===== config.mk =====
export PLATFORM = sky130hd
export DESIGN_NAME = pss_swing
export DESIGN_NICKNAME = d
export VERILOG_FILES = /design/src/pss_pkg.sv /design/src/pss_swing.sv
export VERILOG_INCLUDE_DIRS = /design/src
export SDC_FILE = /design/constraint.sdc
export NUM_CORES = 2
export LEC_CHECK = 0
export BUFFER_PORTS_ARGS = -buffer_cell sky130_fd_sc_hd__buf_2
export CAP_MARGIN = 20
export CORE_MARGIN = 4
export CORE_UTILIZATION = 55
export CTS_CLUSTER_SIZE = 25
export DETAILED_ROUTE_END_ITERATION = 6
export GPL_ROUTABILITY_DRIVEN = 0
export PLACE_DENSITY_LB_ADDON = 0.08
export SLEW_MARGIN = 20
export SYNTH_ARGS = -nofsm -noshare
export SYNTH_HDL_FRONTEND = slang
export SYNTH_SLANG_ARGS = --single-unit
export TNS_END_PERCENT = 50

===== constraint.sdc =====
create_clock -name core_clk -period 46.9 [get_ports core_clk]
set_input_delay 7.035 -clock core_clk [delete_from_list [all_inputs] [get_ports core_clk]]
set_output_delay 7.035 -clock core_clk [all_outputs]
set_load 0.05 [all_outputs]

===== src/pss_regs.svh =====
`ifndef PSS_REGS_SVH
`define PSS_REGS_SVH
// Register byte offsets
`define PSS_ADDR_CTRL 8'h00
`define PSS_ADDR_RATIO 8'h04
`define PSS_ADDR_INNER 8'h08
`define PSS_ADDR_DWELL 8'h0C
`define PSS_ADDR_SLOW 8'h10
`define PSS_ADDR_JUMP 8'h14
`define PSS_ADDR_PULSE 8'h18
`define PSS_ADDR_LOAD 8'h1C
`define PSS_ADDR_STAT 8'h20
`define PSS_ADDR_IRQ 8'h24
`define PSS_ADDR_MASK 8'h28
// Control fields
`define PSS_CTRL_MODE_LSB 0
`define PSS_CTRL_OOS_BIT 2
`define PSS_CTRL_ZONE_LSB 3
// Reset values and ranges (ratios in percent, limits in 0.01 ohm, times in ms)
`define PSS_RATIO_DEF 8'h82
`define PSS_RATIO_MIN 8'h78
`define PSS_RATIO_MAX 8'hA0
`define PSS_INNER_DEF 16'h03E8
`define PSS_INNER_MIN 16'h000A
`define PSS_INNER_MAX 16'h4E20
`define PSS_DWELL_DEF 14'h0028
`define PSS_DWELL_MIN 14'h000A
`define PSS_DWELL_MAX 14'h03E8
`define PSS_SLOW_DEF 14'h01F4
`define PSS_SLOW_MIN 14'h0064
`define PSS_JUMP_DEF 14'h01F4
`define PSS_PULSE_DEF 14'h0096
`define PSS_PULSE_MIN 14'h0032
`define PSS_TIME_MAX 14'h2710
`define PSS_LOAD_DEF 16'hFFFF
// Timing
`define PSS_CLK_HZ 10000000
`define PSS_TICK_MS 1
`define PSS_TICK_CYC (`PSS_CLK_HZ / 1000 * `PSS_TICK_MS)
`define PSS_RESP_OKAY 2'h0
`define PSS_RESP_SLVERR 2'h2
`endif


===== src/pss_pkg.sv =====
package pss_pkg;
  typedef enum logic [1:0] {
    PSS_VOTE_OFF = 2'b00,
    PSS_VOTE_ONE = 2'b01,
    PSS_VOTE_TWO = 2'b10,
    PSS_VOTE_ALL = 2'b11
  } pss_vote_e;
  typedef enum logic [1:0] {
    PSS_PH_OUT = 2'b00,
    PSS_PH_BAND = 2'b01,
    PSS_PH_INNER = 2'b10
  } pss_ph_e;
  typedef logic signed [15:0] pss_imp_t;
  typedef logic [13:0] pss_ms_t;
endpackage


===== src/pss_swing.sv =====
`timescale 1ns/1ps
`include "pss_regs.svh"
// Behaviour
// - Phase voting mode selects off, one, two or all three phases, off after reset.
// - Five zone block booleans mark zones blocked during a swing, all clear after reset.
// - Outer rectangle is the inner one scaled by R and X ratios of 120 to 160 percent, default 130.
// - Inner R and X limits range 0.1 to 200 ohm in 0.01 ohm steps, default 10 ohm.
// - A phase flags a swing after staying in the band between rectangles for the dwell time.
// - Swing state is entered only when enough phases flag a swing for the voting mode.
// - Swing detection is idle while voting is off or the block input is high.
// - Swing detect output follows the swing state; very slow swing output only signals.
// - Very slow swing is flagged when impedance stays inside longer than its time, default 500 ms.
// - A jump larger than a quarter of the margin in R or X holds a jump flag for the reset time.
// - An active swing state ends when the jump flag becomes true.
// - A phase flags out of step when R has opposite signs at entry and exit.
// - Out-of-step detection resets when disabled, on a jump, or on a very slow swing.
// - Out-of-step trip issues only when enough phases flag it for the voting mode.
// - The trip output is a pulse as long as the trip pulse time, default 150 ms.
// - A load resistance below the inner R limit sets inner R to the load limit and outer R to the load limit times the R ratio.
module pss_swing (
  // Clock and reset
  input wire logic core_clk,
  input wire logic rst_b,
  // Impedance samples, same clock domain
  input wire logic sample_stb,
  input pss_pkg::pss_imp_t r_ph [3],
  input pss_pkg::pss_imp_t x_ph [3],
  // User logic
  input wire logic swing_block_in,
  output logic swing_detect_out,
  output logic very_slow_swing_out,
  output logic out_of_step_trip_out,
  output logic [4:0] zone_swing_block_out,
  output logic irq,
  // AXI4-Lite slave
  input wire logic [7:0] s_awaddr,
  input wire logic s_awvalid,
  output logic s_awready,
  input wire logic [31:0] s_wdata,
  input wire logic [3:0] s_wstrb,
  input wire logic s_wvalid,
  output logic s_wready,
  output logic [1:0] s_bresp,
  output logic s_bvalid,
  input wire logic s_bready,
  input wire logic [7:0] s_araddr,
  input wire logic s_arvalid,
  output logic s_arready,
  output logic [31:0] s_rdata,
  output logic [1:0] s_rresp,
  output logic s_rvalid,
  input wire logic s_rready
);
  import pss_pkg::*;

  // Settings
  pss_vote_e swing_phase_vote_mode;
  logic out_of_step_enable;
  logic [4:0] zone_block;
  logic [7:0] outer_r_ratio, outer_x_ratio;
  logic [15:0] inner_r_limit, inner_x_limit, load_r_limit;
  pss_ms_t swing_dwell_time, very_slow_swing_time, jump_hold_time, trip_pulse_time;
  logic [2:0] irq_stat, irq_mask;

  // Outer limits, ratio in percent; load cut applied to inner and outer R only
  logic [23:0] r_prod, x_prod;
  assign r_prod = inner_r_limit * outer_r_ratio;
  assign x_prod = inner_x_limit * outer_x_ratio;
  wire [16:0] outer_r = 17'(r_prod / 24'd100);
  wire [16:0] outer_x = 17'(x_prod / 24'd100);
  wire load_cut = load_r_limit < inner_r_limit;
  wire [16:0] in_r_eff = load_cut ? {1'b0, load_r_limit} : {1'b0, inner_r_limit};
  wire [16:0] out_r_eff = load_cut ? 17'(({1'b0, load_r_limit} * outer_r_ratio) / 100) : outer_r;
  wire [16:0] in_x_eff = {1'b0, inner_x_limit};
  // Jump thresholds: quarter of the R margin for R, quarter of the X margin for X
  wire [16:0] marg_r = out_r_eff - in_r_eff;
  wire [16:0] marg_x = outer_x - in_x_eff;
  wire [16:0] jump_r_lim = {2'b00, marg_r[16:2]};
  wire [16:0] jump_x_lim = {2'b00, marg_x[16:2]};

  // Millisecond tick
  logic [23:0] tick_cnt;
  wire tick = tick_cnt == 24'(`PSS_TICK_CYC - 1);
  always_ff @(posedge core_clk or negedge rst_b) begin
    if (!rst_b) tick_cnt <= 24'h000000;
    else tick_cnt <= tick ? 24'h000000 : tick_cnt + 24'h000001;
  end

  // Per-phase geometry and state
  pss_imp_t r_prev [3], x_prev [3];
  logic [2:0] in_band, in_inner, in_any, jump_ph, swing_ph, oos_ph, entry_sign;
  // Membership as seen at the last strobe; sample lines carry junk in between
  logic [2:0] band_q, any_q;
  pss_ms_t dwell_cnt [3];
  // Gating terms the per-phase logic needs
  logic jump_flag;
  wire det_off = swing_phase_vote_mode == PSS_VOTE_OFF || swing_block_in;
  wire oos_reset = !out_of_step_enable || jump_flag || very_slow_swing_out || det_off;
  genvar g;
  generate
    for (g = 0; g < 3; g++) begin : g_ph
      wire [16:0] ar = r_ph[g][15] ? 17'(-r_ph[g]) : {1'b0, r_ph[g]};
      wire [16:0] ax = x_ph[g][15] ? 17'(-x_ph[g]) : {1'b0, x_ph[g]};
      wire signed [16:0] dr_s = r_ph[g] - r_prev[g];
      wire signed [16:0] dx_s = x_ph[g] - x_prev[g];
      wire [16:0] dr = dr_s[16] ? 17'(-dr_s) : dr_s;
      wire [16:0] dx = dx_s[16] ? 17'(-dx_s) : dx_s;
      assign in_inner[g] = ar < in_r_eff && ax < in_x_eff;
      assign in_any[g] = ar < out_r_eff && ax < outer_x;
      assign in_band[g] = in_any[g] && !in_inner[g];
      assign jump_ph[g] = sample_stb && (dr > jump_r_lim || dx > jump_x_lim);
      always_ff @(posedge core_clk or negedge rst_b) begin
        if (!rst_b) begin
          r_prev[g] <= 16'sh0000;
          x_prev[g] <= 16'sh0000;
          band_q[g] <= 1'b0;
          any_q[g] <= 1'b0;
        end else if (sample_stb) begin
          r_prev[g] <= r_ph[g];
          x_prev[g] <= x_ph[g];
          band_q[g] <= in_band[g];
          any_q[g] <= in_any[g];
        end
      end
      // Dwell timer in band; cleared while inactive or out of band
      always_ff @(posedge core_clk or negedge rst_b) begin
        if (!rst_b) begin
          dwell_cnt[g] <= 14'h0000;
          swing_ph[g] <= 1'b0;
        end else if (det_off || !band_q[g]) begin
          dwell_cnt[g] <= 14'h0000;
          swing_ph[g] <= 1'b0;
        end else if (tick && dwell_cnt[g] < swing_dwell_time) begin
          dwell_cnt[g] <= dwell_cnt[g] + 14'h0001;
        end else if (dwell_cnt[g] >= swing_dwell_time) begin
          swing_ph[g] <= 1'b1;
        end
      end
      // Entry/exit sign compare of R
      logic was_in;
      always_ff @(posedge core_clk or negedge rst_b) begin
        if (!rst_b) begin
          was_in <= 1'b0;
          entry_sign[g] <= 1'b0;
          oos_ph[g] <= 1'b0;
        end else if (oos_reset) begin
          was_in <= 1'b0;
          oos_ph[g] <= 1'b0;
        end else if (sample_stb) begin
          was_in <= in_any[g];
          if (in_any[g] && !was_in) entry_sign[g] <= r_ph[g][15];
          if (!in_any[g] && was_in && r_ph[g][15] != entry_sign[g]) oos_ph[g] <= 1'b1;
        end
      end
    end
  endgenerate

  // Voting function
  function automatic logic vote_ok(input pss_vote_e m, input logic [2:0] f);
    logic [1:0] n;
    n = 2'(f[0]) + 2'(f[1]) + 2'(f[2]);
    case (m)
      PSS_VOTE_ONE: vote_ok = n >= 2'd1;
      PSS_VOTE_TWO: vote_ok = n >= 2'd2;
      PSS_VOTE_ALL: vote_ok = n == 2'd3;
      default: vote_ok = 1'b0;
    endcase
  endfunction

  wire any_jump = |jump_ph;
  pss_ms_t jump_cnt, slow_cnt, pulse_cnt;
  wire swing_vote = vote_ok(swing_phase_vote_mode, swing_ph);
  wire oos_vote = vote_ok(swing_phase_vote_mode, oos_ph);
  logic oos_vote_d;

  // Jump hold timer
  always_ff @(posedge core_clk or negedge rst_b) begin
    if (!rst_b) begin
      jump_flag <= 1'b0;
      jump_cnt <= 14'h0000;
    end else if (any_jump) begin
      jump_flag <= 1'b1;
      jump_cnt <= 14'h0000;
    end else if (jump_flag && tick) begin
      jump_cnt <= jump_cnt + 14'h0001;
      if (jump_cnt + 14'h0001 >= jump_hold_time) jump_flag <= 1'b0;
    end
  end

  // Swing state; a jump terminates it
  always_ff @(posedge core_clk or negedge rst_b) begin
    if (!rst_b) swing_detect_out <= 1'b0;
    else swing_detect_out <= swing_vote && !jump_flag && !any_jump && !det_off;
  end

  // Very slow swing: inside the outer rectangle too long
  always_ff @(posedge core_clk or negedge rst_b) begin
    if (!rst_b) begin
      slow_cnt <= 14'h0000;
      very_slow_swing_out <= 1'b0;
    end else if (det_off || !(|any_q)) begin
      slow_cnt <= 14'h0000;
      very_slow_swing_out <= 1'b0;
    end else begin
      if (tick && slow_cnt <= very_slow_swing_time) slow_cnt <= slow_cnt + 14'h0001;
      very_slow_swing_out <= slow_cnt > very_slow_swing_time;
    end
  end

  // Trip pulse on rising vote
  always_ff @(posedge core_clk or negedge rst_b) begin
    if (!rst_b) begin
      oos_vote_d <= 1'b0;
      pulse_cnt <= 14'h0000;
      out_of_step_trip_out <= 1'b0;
    end else begin
      oos_vote_d <= oos_vote;
      if (oos_vote && !oos_vote_d) begin
        out_of_step_trip_out <= 1'b1;
        pulse_cnt <= 14'h0000;
      end else if (out_of_step_trip_out && tick) begin
        pulse_cnt <= pulse_cnt + 14'h0001;
        if (pulse_cnt + 14'h0001 >= trip_pulse_time) out_of_step_trip_out <= 1'b0;
      end
    end
  end

  // Zone blocking only while swing state holds
  always_ff @(posedge core_clk or negedge rst_b) begin
    if (!rst_b) zone_swing_block_out <= 5'h00;
    else zone_swing_block_out <= (swing_vote && !jump_flag && !any_jump && !det_off) ? zone_block : 5'h00;
  end

  // AXI4-Lite write path: both channels latched, either order
  logic aw_have, w_have;
  logic [7:0] aw_addr;
  logic [31:0] w_data;
  logic [3:0] w_strb;
  wire do_write = aw_have && w_have && !s_bvalid;
  wire [2:0] events = {out_of_step_trip_out, very_slow_swing_out, swing_detect_out};
  logic [2:0] events_d;
  wire [2:0] ev_rise = events & ~events_d;
  wire [2:0] w1c = (do_write && w_strb != 4'h0 && aw_addr == `PSS_ADDR_IRQ) ? w_data[2:0] : 3'h0;
  wire wr_ok = aw_addr <= `PSS_ADDR_MASK && aw_addr[1:0] == 2'h0 && aw_addr != `PSS_ADDR_STAT;
  // Clamp a setting into its range
  function automatic logic [15:0] clamp(input logic [15:0] v, input logic [15:0] lo, input logic [15:0] hi);
    clamp = v < lo ? lo : (v > hi ? hi : v);
  endfunction

  always_ff @(posedge core_clk or negedge rst_b) begin
    if (!rst_b) begin
      aw_have <= 1'b0;
      w_have <= 1'b0;
      aw_addr <= 8'h00;
      w_data <= 32'h00000000;
      w_strb <= 4'h0;
      s_bvalid <= 1'b0;
      s_bresp <= `PSS_RESP_OKAY;
    end else begin
      if (s_awvalid && s_awready) begin
        aw_have <= 1'b1;
        aw_addr <= s_awaddr;
      end
      if (s_wvalid && s_wready) begin
        w_have <= 1'b1;
        w_data <= s_wdata;
        w_strb <= s_wstrb; // Strobes must travel with their data
      end
      if (do_write) begin
        aw_have <= 1'b0;
        w_have <= 1'b0;
        s_bvalid <= 1'b1;
        s_bresp <= wr_ok ? `PSS_RESP_OKAY : `PSS_RESP_SLVERR;
      end else if (s_bvalid && s_bready) s_bvalid <= 1'b0;
    end
  end
  assign s_awready = !aw_have && !s_bvalid;
  assign s_wready = !w_have && !s_bvalid;

  // Settings registers; out-of-range writes clamp
  always_ff @(posedge core_clk or negedge rst_b) begin
    if (!rst_b) begin
      swing_phase_vote_mode <= PSS_VOTE_OFF;
      out_of_step_enable <= 1'b0;
      zone_block <= 5'h00;
      outer_r_ratio <= `PSS_RATIO_DEF;
      outer_x_ratio <= `PSS_RATIO_DEF;
      inner_r_limit <= `PSS_INNER_DEF;
      inner_x_limit <= `PSS_INNER_DEF;
      swing_dwell_time <= `PSS_DWELL_DEF;
      very_slow_swing_time <= `PSS_SLOW_DEF;
      jump_hold_time <= `PSS_JUMP_DEF;
      trip_pulse_time <= `PSS_PULSE_DEF;
      load_r_limit <= `PSS_LOAD_DEF;
      irq_mask <= 3'h0;
    end else if (do_write && w_strb != 4'h0) begin
      case (aw_addr)
        `PSS_ADDR_CTRL: begin
          swing_phase_vote_mode <= pss_vote_e'(w_data[`PSS_CTRL_MODE_LSB +: 2]);
          out_of_step_enable <= w_data[`PSS_CTRL_OOS_BIT];
          zone_block <= w_data[`PSS_CTRL_ZONE_LSB +: 5];
        end
        `PSS_ADDR_RATIO: begin
          outer_r_ratio <= 8'(clamp({8'h00, w_data[7:0]}, {8'h00, `PSS_RATIO_MIN}, {8'h00, `PSS_RATIO_MAX}));
          outer_x_ratio <= 8'(clamp({8'h00, w_data[15:8]}, {8'h00, `PSS_RATIO_MIN}, {8'h00, `PSS_RATIO_MAX}));
        end
        `PSS_ADDR_INNER: begin
          inner_r_limit <= clamp(w_data[15:0], `PSS_INNER_MIN, `PSS_INNER_MAX);
          inner_x_limit <= clamp(w_data[31:16], `PSS_INNER_MIN, `PSS_INNER_MAX);
        end
        `PSS_ADDR_DWELL: swing_dwell_time <= 14'(clamp({2'b00, w_data[13:0]}, {2'b00, `PSS_DWELL_MIN}, {2'b00, `PSS_DWELL_MAX}));
        `PSS_ADDR_SLOW: very_slow_swing_time <= 14'(clamp({2'b00, w_data[13:0]}, {2'b00, `PSS_SLOW_MIN}, {2'b00, `PSS_TIME_MAX}));
        `PSS_ADDR_JUMP: jump_hold_time <= 14'(clamp({2'b00, w_data[13:0]}, {2'b00, `PSS_SLOW_MIN}, {2'b00, `PSS_TIME_MAX}));
        `PSS_ADDR_PULSE: trip_pulse_time <= 14'(clamp({2'b00, w_data[13:0]}, {2'b00, `PSS_PULSE_MIN}, {2'b00, `PSS_TIME_MAX}));
        `PSS_ADDR_LOAD: load_r_limit <= w_data[15:0];
        `PSS_ADDR_MASK: irq_mask <= w_data[2:0];
        default: ;
      endcase
    end
  end

  // Sticky event status; a new event wins over the clear
  always_ff @(posedge core_clk or negedge rst_b) begin
    if (!rst_b) begin
      events_d <= 3'h0;
      irq_stat <= 3'h0;
      irq <= 1'b0;
    end else begin
      events_d <= events;
      irq_stat <= (irq_stat & ~w1c) | ev_rise;
      irq <= |(((irq_stat & ~w1c) | ev_rise) & ~irq_mask); // A set mask bit hides its event
    end
  end

  // AXI4-Lite read path
  wire [31:0] rd_mux =
    s_araddr == `PSS_ADDR_CTRL ? {24'h000000, zone_block, out_of_step_enable, swing_phase_vote_mode} :
    s_araddr == `PSS_ADDR_RATIO ? {16'h0000, outer_x_ratio, outer_r_ratio} :
    s_araddr == `PSS_ADDR_INNER ? {inner_x_limit, inner_r_limit} :
    s_araddr == `PSS_ADDR_DWELL ? {18'h00000, swing_dwell_time} :
    s_araddr == `PSS_ADDR_SLOW ? {18'h00000, very_slow_swing_time} :
    s_araddr == `PSS_ADDR_JUMP ? {18'h00000, jump_hold_time} :
    s_araddr == `PSS_ADDR_PULSE ? {18'h00000, trip_pulse_time} :
    s_araddr == `PSS_ADDR_LOAD ? {16'h0000, load_r_limit} :
    s_araddr == `PSS_ADDR_STAT ? {22'h000000, oos_ph, swing_ph, jump_flag, events} :
    s_araddr == `PSS_ADDR_IRQ ? {29'h00000000, irq_stat} :
    s_araddr == `PSS_ADDR_MASK ? {29'h00000000, irq_mask} : 32'h00000000;
  wire rd_ok = s_araddr <= `PSS_ADDR_MASK && s_araddr[1:0] == 2'h0;
  always_ff @(posedge core_clk or negedge rst_b) begin
    if (!rst_b) begin
      s_rvalid <= 1'b0;
      s_rdata <= 32'h00000000;
      s_rresp <= `PSS_RESP_OKAY;
    end else if (s_arvalid && s_arready) begin
      s_rvalid <= 1'b1;
      s_rdata <= rd_mux;
      s_rresp <= rd_ok ? `PSS_RESP_OKAY : `PSS_RESP_SLVERR;
    end else if (s_rvalid && s_rready) s_rvalid <= 1'b0;
  end
  assign s_arready = !s_rvalid;

  // Checks
  a_off_idle: assert property (@(posedge core_clk) disable iff (!rst_b)
    $past(det_off) |-> !swing_detect_out) else $error("swing detect while inactive");
  a_jump_ends: assert property (@(posedge core_clk) disable iff (!rst_b)
    any_jump |=> !swing_detect_out) else $error("swing not ended by jump");
  a_trip_vote: assert property (@(posedge core_clk) disable iff (!rst_b)
    $rose(out_of_step_trip_out) |-> $past(oos_vote)) else $error("trip without vote");
  a_oos_reset: assert property (@(posedge core_clk) disable iff (!rst_b)
    $past(oos_reset) |-> oos_ph == 3'h0) else $error("oos flag survived reset");
  a_swing_vote: assert property (@(posedge core_clk) disable iff (!rst_b)
    swing_detect_out |-> $past(swing_vote)) else $error("swing without vote");
  a_slow_time: assert property (@(posedge core_clk) disable iff (!rst_b)
    very_slow_swing_out |-> slow_cnt > very_slow_swing_time) else $error("early slow swing");
  a_dwell_min: assert property (@(posedge core_clk) disable iff (!rst_b)
    $rose(swing_ph[0]) |-> dwell_cnt[0] >= swing_dwell_time) else $error("early phase swing");
  a_jump_hold: assert property (@(posedge core_clk) disable iff (!rst_b)
    any_jump |=> jump_flag) else $error("jump flag not set");
  a_zone_gate: assert property (@(posedge core_clk) disable iff (!rst_b)
    !swing_detect_out |-> zone_swing_block_out == 5'h00) else $error("zone blocked outside swing");
endmodule


==> impl_metrics.ini <==
[timing]
timing.final.hold_violations = 0
setup_viol = 0
period_share_pct = 50.8
fmax_mhz = 42.0
worst_slew_pin_slew_ns = 1.11
finalSetupTns_ns = 0
setup_ws_ns = 23.09
slew_headroom_pct = 25.5
rsz0062_at_grt = false
finalCriticalPeriod_ns = 23.81
whs_ns = 0.463
skew_ns = 0.0638
maxSlewViolCount = 0

[yosys]
syn_inst = 6917
syn_area_mm2 = 0.0571
synth_xor_area_share_pct = 6.95
synth_area_leader_cell = dfrtp_1
yosysTopAreaCellShare_pct = 17.6
synthSimpleGateAreaFrac_pct = 20.5
synth.top_cells.by_count = 676 x nand2_1, 649 x ha_1, 616 x inv_1, 453 x nor2_1, 453 x o21ai_0
ys_types = 137
async_reset_ff_share_pct = 100
synthAdderAreaFrac_pct = 23.5
synth_top_family_by_area = adder cells
yosysWarnings = 0
ys_top_cells_by_area = dfrtp_1 18%, ha_1 14%, fa_1 9.1%
seq_area_frac_synth_pct = 19.9
muxShareOfSynthArea_pct = 2.85
synth_compound_area_share_pct = 20.6
yosysMostFrequentCell = nand2_1
synth_edf_count = 0
synth-main-ff-cell = dfrtp_1
ys_ff_latch = 452
postSynthAreaPerCell_um2 = 8.25

[placed_design]
place.port_buffers = 204
dp_cells = 8300
pre_cts_ws_ns = 23.76
dp_hpwl_um = 141000

[clocking]
cts_max_path_buffers = 3
htreeDepth = 2
tritoncts = done
insertion_delay_ns = 0.71
ctsHoldBuffers = 0
path_clk_slew_ns = 0.06
cts_sinks = 452
cts_buffers = 56
post-cts-setup-buffer-count = 0
cts-root-buf = clkbuf_16
post_cts_resized = 0

[hold_path]
hp-class = flop to flop
holdPathEnd = irq_stat[1]
min-delay-start = events_d[1]
whs_path_depth = 1

[route]
drt_first_pass_iters = 7
drtIter0Drc = 4718
wl_per_cell_um = 21.2
vias = 52100
ant_nets = 0
drt-total-wl_um = 178000
route.detailed.drc = 4
avgViaCountPerCell = 6.19

[setup_path]
r2r-start = outer_r_ratio[2]
crit_required_ns = 47.52
worstPathArrival_ns = 24.43
cp_max_fo = 23
critPathSlowestCell = dfrtp_1
reg2reg_slack_ns = 23.09
worstRegToRegCells = 86
path_common_cell = a21oi_1
path_class = flop to flop
start_kind = flop
r2r_end = zone_swing_block_out[0]
cpPeakStageDelay_ns = 0.95
setup.worst_path.end_class = flop

[global_routing]
grt_antenna_before_repair = 5
grt_util_all_layers_pct = 32.2
grt-ovfl-total = 0
grt_max_degree = 134
grt_pass1_vias = 49600
grt_pass1_wl_um = 281000

[finish]
stdcell_count = 8410
syn2layout_area_growth_pct = 7.43
drive_gt1_share_pct = 9.11
fin_nets = 8058

[floorplanning]
coreArea_mm2 = 0.102
initial_core_util_pct = 55.8
die_h_um = 330
io_pins = 207
dieWidth_um = 330
rows = 117
dieArea_mm2 = 0.109

[status]
violations = DRC
status = complete, but fails checks

[run]
cap_viol_max_count = 0
==> layout by cell type, fill, tap and decap left out, types with 25 or more instances in the layout <==
| cell type | instances |
|---|---|
| and2_1 | 257 |
| o21ai_0 | 453 |
| o211ai_1 | 43 |
| xor2_1 | 129 |
| nor2_1 | 448 |
| a22oi_1 | 30 |
| o21bai_1 | 55 |
| o21ai_1 | 36 |
| or3_1 | 85 |
| nor2b_1 | 114 |
| nand2b_1 | 110 |
| nor4_1 | 48 |
| o22ai_1 | 40 |
| and3_1 | 68 |
| buf_4 | 34 |
| xnor2_1 | 320 |
| fa_1 | 260 |
| nand3_1 | 168 |
| dfstp_2 | 50 |
| dfrtp_1 | 399 |
| inv_1 | 616 |
| a22o_1 | 29 |
| mux2i_1 | 48 |
| o2111ai_1 | 25 |
| buf_2 | 202 |
| nand2_1 | 675 |
| or2_2 | 33 |
| nor3_1 | 104 |
| o31ai_1 | 46 |
| a211oi_1 | 55 |
| o21a_1 | 58 |
| a21o_1 | 101 |
| mux2_2 | 95 |
| a31oi_1 | 60 |
| nand4_1 | 90 |
| clkbuf_16 | 56 |
| a21oi_1 | 392 |
| ha_1 | 649 |
==> flip-flops by register name, indices dropped and copies added (netlist names), 16 cells and up <==
name and count:
load_r_limit 16, r_prev 48, dwell_cnt 42, x_prev 48, w_data 32, inner_r_limit 16
tick_cnt 24, s_rdata 32, inner_x_limit 16
==> layer usage <==
| layer | up-vias | GRT usage (%) | routed length (µm) |
|---|---|---|---|
| li1 | 24600 | - | - |
| met1 | 25100 | 45.9 | 80600 |
| met2 | 2029 | 50.0 | 77200 |
| met3 | 324 | 5.48 | 14300 |
| met4 | 4 | 10.5 | 6350 |
| met5 | - | 0 | 31 |
==> layout make-up <==
| type | count | area, µm² |
|---|---|---|
| antenna | 2 | 5.00 |
| clock buffer | 81 | 1630 |
| clock inverter | 25 | 387 |
| fill | 9248 | 41000 |
| inverter | 625 | 2350 |
| multi-input combinational | 5615 | 42500 |
| sequential | 452 | 11400 |
| tap | 1368 | 1710 |
| timing repair buffer | 242 | 1380 |
==> logic make-up after synthesis <==
logic type / count (synthesis)
mux: 149
buf+inv: 857
xor+xnor: 451
flops: 452
fa+ha+maj: 915
other cells: 1
compound gates: 1762
simple gates: 2330
==> critical path: cells and delay by family, from the launching register on <==
kind,cells,cell delay [ns]
AO/OA/AOI/OAI,38,11.42
AND/OR/NAND/NOR,32,6.32
adder cells (fa/ha/maj),7,2.92
buffers and inverters,6,1.02
flip-flops,1,0.95
multiplexers,2,0.76
XOR/XNOR,1,0.33
==> worst max-delay path by stage <==
stage / cells past startpoint / end / slack, ns / start
2_1_floorplan: 84 / zone_swing_block_out[0] / 27.40 / outer_r_ratio[7]
3_3_place_gp: 86 / zone_swing_block_out[1] / 24.42 / outer_r_ratio[2]
3_5_place_dp: 84 / zone_swing_block_out[0] / 23.76 / outer_r_ratio[2]
4_1_cts: 86 / zone_swing_block_out[0] / 23.67 / outer_r_ratio[2]
5_1_grt: 86 / zone_swing_block_out[0] / 21.29 / outer_r_ratio[2]
6_report: 86 / zone_swing_block_out[0] / 23.09 / outer_r_ratio[2]
==> through the flow <==
| stage | area, µm² | util [%] |
|---|---|---|
| after CTS | 61300 | 59.9 |
| after detailed placement | 59200 | 57.9 |
| after floorplan | 57100 | - |
| after global placement | 59200 | 57.8 |
| final | 61300 | 59.9 |
| after global routing | 61300 | 59.9 |
Power is not shown: default switching activity piles up to over one toggle a cycle in this logic, so the estimate is an artifact.
